--- src/shared/srh_map.svh ---
// Timing constants and field layouts for the static RAM host controller
`ifndef SRH_MAP_SVH
`define SRH_MAP_SVH
`define SRH_CLK_NS 100
`define SRH_ADDR_W 8
`define SRH_DATA_W 4
`define SRH_DEPTH 256
`define SRH_T_RC_NS 800
`define SRH_T_CO2_NS 850
`define SRH_T_DIS_NS 350
`define SRH_T_DF_NS 150
`define SRH_T_CW2_NS 550
`define SRH_T_WP_NS 400
`define SRH_T_DW_NS 400
`define SRH_T_DH_NS 100
`define SRH_T_AW_NS 150
`define SRH_T_CDR_NS 0
`define SRH_CYC_UP(t) (((t) + `SRH_CLK_NS - 1) / `SRH_CLK_NS)
`define SRH_CYC_MIN1(t) ((`SRH_CYC_UP(t) < 1) ? 1 : `SRH_CYC_UP(t))
`define SRH_CNT_W 4
`endif

--- src/shared/srh_pkg.sv ---
// Types for the static RAM host controller
package srh_pkg;
  typedef struct packed {
    logic write;
    logic [7:0] addr;
    logic [3:0] wdata;
  } srh_req_t;
  typedef struct packed {
    logic chip_select_active_low;
    logic standby_select;
    logic output_disable;
    logic write_strobe_n;
    logic [7:0] addr;
  } srh_pins_t;
endpackage

--- src/design/srh_ctrl.sv ---
// Host-side controller driving a 256 x 4 asynchronous static CMOS RAM
//
// What this block does
// RULE1: RAM stores 256 four-bit words on an 8-bit address; data returns unchanged.
// RULE2: RAM is static; controller issues no refresh and no clock.
// RULE3: Standby select low forces RAM standby, blocking every access.
// RULE4: Retention begins on standby deassertion, with zero delay required.
// RULE5: Read data valid 850 ns after standby select asserted.
// RULE6: Outputs valid within 350 ns of output disable going low.
// RULE7: Outputs float within 150 ns of deselect or disable.
// RULE8: Read data is not trusted after an address change.
// RULE9: Read data is not trusted after chip select deasserts.
// RULE10: Standby select stays high 550 ns before write strobe ends.
// RULE11: Separate data paths allow output disable held low.
// RULE12: Shared data path holds output disable high through writes.
// RULE13: Write keeps address steady, 400 ns strobe, 400 ns setup, 100 ns hold.
// RULE14: Wait one 800 ns read cycle after leaving retention.
`timescale 1ns/1ns
`default_nettype none
`include "srh_map.svh"
module srh_ctrl
(
  input wire logic clk_sys,
  input wire logic rst_n,
  input wire logic req_valid,
  input wire srh_pkg::srh_req_t req,
  output logic req_ready,
  input wire logic retain_req,
  output logic retain_active,
  output logic rd_valid,
  output logic [3:0] rd_data,
  output srh_pkg::srh_pins_t pins,
  output logic [3:0] ram_din,
  output logic ram_din_oe,
  input wire logic [3:0] ram_dout
);
  import srh_pkg::*;

  // ----------------------------------------
  // Timing counts
  // ----------------------------------------
  localparam logic [3:0] RD_CYC = 4'(`SRH_CYC_MIN1(`SRH_T_CO2_NS));
  localparam logic [3:0] WP_CYC = 4'(`SRH_CYC_MIN1(`SRH_T_WP_NS));
  localparam logic [3:0] CW_CYC = 4'(`SRH_CYC_MIN1(`SRH_T_CW2_NS));
  localparam logic [3:0] SU_CYC = 4'(`SRH_CYC_MIN1(`SRH_T_AW_NS));
  localparam logic [3:0] DH_CYC = 4'(`SRH_CYC_MIN1(`SRH_T_DH_NS));
  localparam logic [3:0] DF_CYC = 4'(`SRH_CYC_MIN1(`SRH_T_DF_NS));
  localparam logic [3:0] RC_CYC = 4'(`SRH_CYC_MIN1(`SRH_T_RC_NS));

  typedef enum logic [2:0] {S_IDLE, S_RD, S_WSU, S_WP, S_WDH, S_FLOAT, S_RET, S_REC}
    srh_state_t;

  srh_state_t state_r;
  srh_state_t state_nxt;
  logic [3:0] cnt_r;
  logic [3:0] cnt_nxt;

  // Both selects follow this one decode, so they never disagree
  function automatic logic in_access(input srh_state_t s);
    return s inside {S_RD, S_WSU, S_WP, S_WDH};
  endfunction

  // ----------------------------------------
  // Sequencer
  // ----------------------------------------
  always_comb
  begin
    state_nxt = state_r;
    cnt_nxt = (cnt_r == 4'h0) ? 4'h0 : cnt_r - 4'h1;
    unique case (state_r)
      S_IDLE:
      begin
        if (retain_req)
        begin
          state_nxt = S_RET; // RULE4
        end
        else if (req_valid)
        begin
          state_nxt = req.write ? S_WSU : S_RD;
          // Standby select rises with the access, so the longer of the waits governs
          cnt_nxt = req.write ? ((CW_CYC > WP_CYC + SU_CYC) ? CW_CYC - WP_CYC : SU_CYC)
                              : RD_CYC; // RULE5 RULE10
        end
      end
      S_RD:
      begin
        if (cnt_r == 4'h1)
        begin
          state_nxt = S_FLOAT;
          cnt_nxt = DF_CYC; // RULE7
        end
      end
      S_WSU:
      begin
        if (cnt_r == 4'h1)
        begin
          state_nxt = S_WP;
          cnt_nxt = WP_CYC; // RULE13
        end
      end
      S_WP:
      begin
        if (cnt_r == 4'h1)
        begin
          state_nxt = S_WDH;
          cnt_nxt = DH_CYC; // RULE13
        end
      end
      S_WDH:
      begin
        if (cnt_r == 4'h1)
        begin
          state_nxt = S_FLOAT;
          cnt_nxt = DF_CYC;
        end
      end
      S_FLOAT:
      begin
        if (cnt_r == 4'h1)
        begin
          state_nxt = S_IDLE;
        end
      end
      S_RET:
      begin
        if (!retain_req)
        begin
          state_nxt = S_REC;
          cnt_nxt = RC_CYC; // RULE14
        end
      end
      S_REC:
      begin
        if (cnt_r == 4'h1)
        begin
          state_nxt = S_IDLE;
        end
      end
    endcase
  end

  always_ff @(posedge clk_sys or negedge rst_n)
  begin
    if (!rst_n)
    begin
      state_r <= S_IDLE;
      cnt_r <= 4'h0;
    end
    else
    begin
      state_r <= state_nxt;
      cnt_r <= cnt_nxt;
    end
  end

  // ----------------------------------------
  // Request capture and pins
  // ----------------------------------------
  always_ff @(posedge clk_sys or negedge rst_n)
  begin
    if (!rst_n)
    begin
      ram_din <= 4'h0;
    end
    else if (state_r == S_IDLE && in_access(state_nxt))
    begin
      // Data is frozen for the whole cycle
      ram_din <= req.wdata; // RULE13
    end
  end

  always_ff @(posedge clk_sys or negedge rst_n)
  begin
    if (!rst_n)
    begin
      pins.addr <= 8'h00;
      pins.chip_select_active_low <= 1'b1;
      pins.standby_select <= 1'b0;
      pins.output_disable <= 1'b1;
      pins.write_strobe_n <= 1'b1;
      ram_din_oe <= 1'b0;
    end
    else
    begin
      // Standby select drops in idle, float, retention and recovery; no access runs then
      pins.standby_select <= in_access(state_nxt); // RULE3 RULE4
      pins.chip_select_active_low <= !in_access(state_nxt);
      // Address is frozen for the whole cycle; hold time after a move is zero
      if (state_r == S_IDLE && in_access(state_nxt))
      begin
        pins.addr <= req.addr; // RULE13
      end
      // Shared data bus assumed, so disable stays high across writes
      pins.output_disable <= (state_nxt != S_RD); // RULE6 RULE11 RULE12
      pins.write_strobe_n <= (state_nxt != S_WP); // RULE13
      ram_din_oe <= (state_nxt inside {S_WSU, S_WP, S_WDH}); // RULE13
    end
  end

  // ----------------------------------------
  // Read capture
  // ----------------------------------------
  always_ff @(posedge clk_sys or negedge rst_n)
  begin
    if (!rst_n)
    begin
      rd_valid <= 1'b0;
      rd_data <= 4'h0;
    end
    else
    begin
      // Sampled before address or select move, since hold time is zero
      rd_valid <= (state_r == S_RD && cnt_r == 4'h1); // RULE8 RULE9
      if (state_r == S_RD && cnt_r == 4'h1)
      begin
        rd_data <= ram_dout; // RULE1
      end
    end
  end

  always_ff @(posedge clk_sys or negedge rst_n)
  begin
    if (!rst_n)
    begin
      req_ready <= 1'b0;
      retain_active <= 1'b0;
    end
    else
    begin
      req_ready <= (state_nxt == S_IDLE); // RULE2
      retain_active <= (state_nxt == S_RET);
    end
  end
endmodule
`default_nettype wire

--- config.mk ---
export PLATFORM = sky130hd
export DESIGN_NAME = srh_ctrl
export DESIGN_NICKNAME = d
export VERILOG_FILES = /design/src/shared/srh_pkg.sv /design/src/design/srh_ctrl.sv
export VERILOG_INCLUDE_DIRS = /design/src /design/src/shared
export SDC_FILE = /design/constraint.sdc
export NUM_CORES = 1
export LEC_CHECK = 0
export ABC_AREA = 1
export BUFFER_PORTS_ARGS = -buffer_cell sky130_fd_sc_hd__buf_2
export CORE_ASPECT_RATIO = 1.4
export CORE_MARGIN = 4
export CORE_UTILIZATION = 55
export DETAILED_ROUTE_END_ITERATION = 12
export PLACE_DENSITY = 0.8
export SETUP_SLACK_MARGIN = 0.2
export SLEW_MARGIN = 0
export SYNTH_ARGS = -nofsm -noshare
export SYNTH_HDL_FRONTEND = slang
export SYNTH_SLANG_ARGS = --single-unit
--- constraint.sdc ---
create_clock -name clk_sys -period 2.6 [get_ports clk_sys]
set_input_delay 0 -clock clk_sys [delete_from_list [all_inputs] [get_ports clk_sys]]
set_output_delay 0 -clock clk_sys [all_outputs]
set_load 0.02 [all_outputs]
After elaboration in Yosys (flattened, before gate mapping)
Cells that the tools add are included.
{ "totals": {"inputBits": 21, "output_inout_bits": 24, "ff_bits": 31, "word_cells": 57} }
{ "classes": {"add_sub_neg": 1, "n_reduce_logical": 10, "eq_ne": 15, "muxes": 18} }
{ "ops": {"columns": ["operator", "n"], "rows": [
  ["4-bit two-way mux", 8],
  ["3-bit two-way mux", 7],
  ["4-bit one-hot mux with 5 select lines", 1],
  ["3-bit equality test, second input constant", 6],
  ["3-bit one-hot mux with 6 select lines", 1],
  ["3-bit by 2-bit equality test with 1-bit output, second input constant", 4],
  ["3-bit by 1-bit equality test with 1-bit output, second input constant", 2],
  ["3-bit logical NOT", 2],
  ["4-bit by 1-bit equality test with 1-bit output, second input constant", 1],
  ["4-bit logical NOT", 1],
  ["4-bit nonzero test", 1],
  ["2-bit OR reduction", 2],
  ["4-bit by 1-bit subtractor with 4-bit output, second input constant", 1],
  ["3-bit by 1-bit != test with 1-bit output, second input constant", 1],
  ["3-bit by 2-bit != test with 1-bit output, second input constant", 1],
  ["3-bit nonzero test", 1],
  ["1-bit logical AND", 2],
  ["2-bit two-way mux", 1],
  ["1-bit logical NOT", 1]
]} }

Longest topological paths before layout
{ "depth": {"word_depth": 7, "mapped_depth": 13, "depth_no_buf": 12} }

Worst setup path after synthesis
OpenSTA, ideal clock, no wires.
{ "synth_path": {"kind": "register to register", "start": "reg cnt_r[3]", "end": "reg pins[0] in the netlist's numbering", "setup_ns": 0.117, "path_buffers": 1, "path_stages_with_launch": 12, "t_arrival_ns": 1.494, "slack_ns": 0.989, "period_less_slack_ns": 1.611, "t_required_ns": 2.483, "cell_sequence": "dfrtp_1 -> nor2_2 -> nand3_1 -> nand2_2 -> nand3_4 -> inv_2 -> nand2_1 -> nand3_4 -> nand2_4 -> buf_8 -> nand2_2 -> nand2_1"} }
{ "synth_between": {"elab_chain_cells": 6, "word_cells_on_any_way": 12, "classes_between": "eq/ne: 5; mux: 5; reduce/logical: 2"} }
{ "synth_lines": {"columns": ["element", "line_no", "source"], "rows": [
  ["start, declared", "srh_ctrl.sv:55", "logic [3:0] cnt_r;"],
  ["start signal, assigned", "srh_ctrl.sv:152", "cnt_r <= cnt_nxt;"],
  ["4-bit by 1-bit equality test with 1-bit output (*)", null, null],
  ["3-bit two-way mux, on equally long branches", null, null],
  ["3-bit one-hot mux with 6 select lines (*)", "srh_ctrl.sv:70", "unique case (state_r)"],
  ["via state_nxt[2]", "srh_ctrl.sv:54", "srh_state_t state_nxt;"],
  ["3-bit by 1-bit equality test with 1-bit output (tied with other cells)", "srh_ctrl.sv:60", "return s inside {S_RD, S_WSU, S_WP, S_WDH};"],
  ["4-bit nonzero test (*)", "srh_ctrl.sv:60", null],
  ["1-bit logical AND (*)", "srh_ctrl.sv:189", "if (state_r == S_IDLE && in_access(state_nxt))"],
  ["end, declared", "srh_ctrl.sv:32", "output srh_pkg::srh_pins_t pins,"]
]} }
Mark *: on every way through the listed nets, which the timed path passes. The rest lies on a longest branch.
A chain may end at the register's enable or synchronous reset.

Final worst setup path
{ "layout_path": {"start": "reg state_r[2]", "end": "reg pins[5] in the netlist's numbering"} }
{ "layout_between": {"elab_chain_cells": 6, "word_cells_on_any_way": 24, "classes_between": "eq/ne: 11; mux: 8; reduce/logical: 5"} }
{ "layout_lines": {"columns": ["element", "line_no", "source"], "rows": [
  ["start, declared", "srh_ctrl.sv:53", "srh_state_t state_r;"],
  ["start signal, assigned", "srh_ctrl.sv:151", "state_r <= state_nxt;"],
  ["3-bit equality test or 3-bit by 1-bit equality test with 1-bit output (tied branches)", "srh_ctrl.sv:70", null],
  ["2-bit OR reduction (no line)", null, null],
  ["3-bit one-hot mux with 6 select lines (*)", "srh_ctrl.sv:70", null],
  ["via state_nxt[0]", "srh_ctrl.sv:54", null],
  ["3-bit by 1-bit equality test with 1-bit output (tied with other cells)", "srh_ctrl.sv:60", null],
  ["4-bit nonzero test (*)", "srh_ctrl.sv:60", null],
  ["1-bit logical AND (*)", "srh_ctrl.sv:189", null]
]} }
Marked as above.

==> results_dict.tcl <==
set metrics [dict create \
    status "completed" \
    clock_skew_ps 8.12 \
    h-tree-depth 2 \
    cts_repair_resize_count 0 \
    avgSynthCellArea_sq_um 9.18 \
    synth_fp_nets 192 \
    grt.total_usage 0.241 \
    period_needed_ps 2060 \
    io_buffers 44 \
    cap_viol_max_count 0 \
    die_w_um 53.2 \
    cts_root_buf "clkbuf_4" \
    hold_buffers 17 \
    rows 22 \
    fmax_mhz 485 \
    worst-setup-path-type "flip-flop to flip-flop" \
    antenna_found_initial 0 \
    area_delta_synth_final_pct 27.7 \
    grt_pass1_vias 1476 \
    rsz0062_at_grt "false" \
    arrival_ps 2280 \
    worst_slack_ps 540 \
    n_fill_cell 208 \
    synthDistinctLibCells 28 \
    drive_gt1_frac 0.387 \
    syn_inst 171 \
    grt_max_degree 32 \
    numCtsBuffers 5 \
    start_kind "flip-flop" \
    power_density_nw_per_um2 1300 \
    cts.path.max_buffers 2 \
    cts_tree "built" \
    clock-sinks 31 \
    tightestPinTransition_ps 676 \
    vias 1393 \
    die-area_sq_um 3790 \
    fin_crit_sh 0.792 \
    placed_area_sq_um 1780 \
    initial_core_util 0.588 \
    clkTransAtPathRegs_ps 100 \
    coreArea_sq_um 2670 \
    place_hpwl_um 2770 \
    swShare 0.514 \
    finalSetupTns_ps 0 \
    boundaryPins 45 \
    drt-initial-drc-count 31 \
    preCtsSetupSlack_ps 579 \
    drc_errors 0 \
    seq_area_frac_synth 0.496 \
    insertedDiodeCount 0 \
    postCtsSetupRepairBufs 0 \
    wirelength_um 3980 \
    wire_per_inst_um 14.7 \
    clk_latency_ps 330 \
    hold_class "input port to flip-flop" \
    multiInputGateArea_sq_um 666 \
    antenna_left 0 \
    p_leak_nw 1.08 \
    hold_viol_final 0 \
    end_kind "flip-flop" \
    vias_per_cell 5.14 \
    synth_area_sq_um 1570 \
    drv_slew 0 \
    gp_congestion 0.952 \
    finalInstanceArea_sq_um 2010 \
    cp_max_fo 16 \
    vdd_drop_max_v 0.000797 \
    p_sw_mw 1.35 \
    dr.pass1.iters 4 \
    p_comb_frac 0.560 \
    die_h_um 71.2 \
    final_net_count 255 \
    slew_headroom 0.549 \
    yosysWarnings 0 \
    rrSetupSlack_ps 540 \
    grt.overflow.total 0 \
    grt_pass1_wl_um 6690 \
    p_int_mw 1.27 \
    crit_required_ps 2820 \
    clock_power_share 0.100 \
    finalSetupViolations 0 \
    seqCellArea_sq_um 779 \
    synth_seq_cells 31 \
    p_seq_frac 0.340 \
]
-- registers in the layout, indices dropped and copies added (netlist names) --
name,cells
pins,12
cnt_r,4
ram_din,4
rd_data,4
state_r,3
ram_din_oe,1
rd_valid,1
req_ready,1
retain_active,1
-- per-stage QoR --
stage / hold WS [ps] / cells / util / total power, mW
finish: 61.7 / 271 / 0.751 / 2.62
floorplan: -296 / 171 / - / 2.04
global route: 66.5 / 271 / 0.751 / 2.84
CTS: 52.3 / 271 / 0.751 / 2.62
global placement: 58.6 / 246 / 0.668 / 2.29
detailed placement: 76.3 / 246 / 0.668 / 2.33
-- routing by layer --
| layer | routed length [um] | vias up | track usage |
|---|---|---|---|
| li1 | - | 685 | - |
| met1 | 1480 | 646 | 0.252 |
| met2 | 2180 | 46 | 0.439 |
| met3 | 163 | 16 | 0.0520 |
| met4 | 154 | 0 | 0.111 |
| met5 | 0 | - | 0 |
-- layout by cell type (no fill, tap or decap), types with 5 or more instances in the layout --
cell / instances
dfrtp_1: 28
inv_1: 10
nor2_1: 7
clkbuf_4: 5
inv_2: 6
buf_2: 44
nand2_1: 41
dlygate4sd3_1: 17
nand2_2: 14
o21ai_0: 6
nand3_1: 20
-- power by group through the flow --
stage	combinational [mW]	sequential (mW)	clock, mW
final	1.46	0.890	0.262
after global routing	1.64	0.913	0.291
after CTS	1.47	0.884	0.267
after detailed placement	1.44	0.893	0
after global placement	1.40	0.887	0
after floorplan	1.03	1.01	0
-- final cells by class --
cell class / instances / share of cell area
clock inverters: 3 / 0.00749
repair buffers: 61 / 0.195
multi-input cells: 117 / 0.332
well taps: 36 / 0.0225
clock buffers: 5 / 0.0187
flip-flops and latches: 31 / 0.389
inverters: 18 / 0.0362
-- critical path, stage by stage, from the launching register on --
cell     delay [ps]
dfrtp_1         560
nor2_8          210
nand2_4          90
inv_4           170
nand3_2         150
nand3_2         160
nand3_4          90
nand3_4         190
nand2_4         170
nand2_2          90
nand2_1          50
-- Yosys cell counts (all sizes together) --
cell      n  area [sq um]
o211ai    1          7.51
buf       4          48.8
inv      18          72.6
nand2    58           275
dfrtp    28           701
clkbuf    1          3.75
nor4      1          6.26
nand3    26           183
nand4     4          31.3
o221ai    1          8.76
nor2     11          70.1
o21ai     6          30.0
nor3      2          10.0
o31ai     2          15.0
o2111ai   1          8.76
dfstp     3          78.8
a21oi     4          20.0
-- path summary, 6_finish.rpt --
check / start / endpoint / depth (start not counted)
max: state_r[2]$_DFF_PN0_ / pins[5]$_DFFE_PN0P_ / 10
min: retain_req / cnt_r[3]$_DFF_PN0_ / 3
max reg2reg: state_r[2]$_DFF_PN0_ / pins[5]$_DFFE_PN0P_ / 10
min reg2reg: pins[3]$_DFFE_PN0P_ / pins[3]$_DFFE_PN0P_ / 2
max in group asynchronous: rst_n / pins[3]$_DFFE_PN0P_ / 2
min in group asynchronous: rst_n / rd_data[2]$_DFFE_PN0P_ / 2
-- cell families after synthesis --
logic type             synth area share
DFF                               0.496
and+or+nand+nor                   0.367
AOI/OAI and AO/OA                0.0574
buffers and inverters            0.0797
No activity file was read; power rests on OpenSTA's default activity.
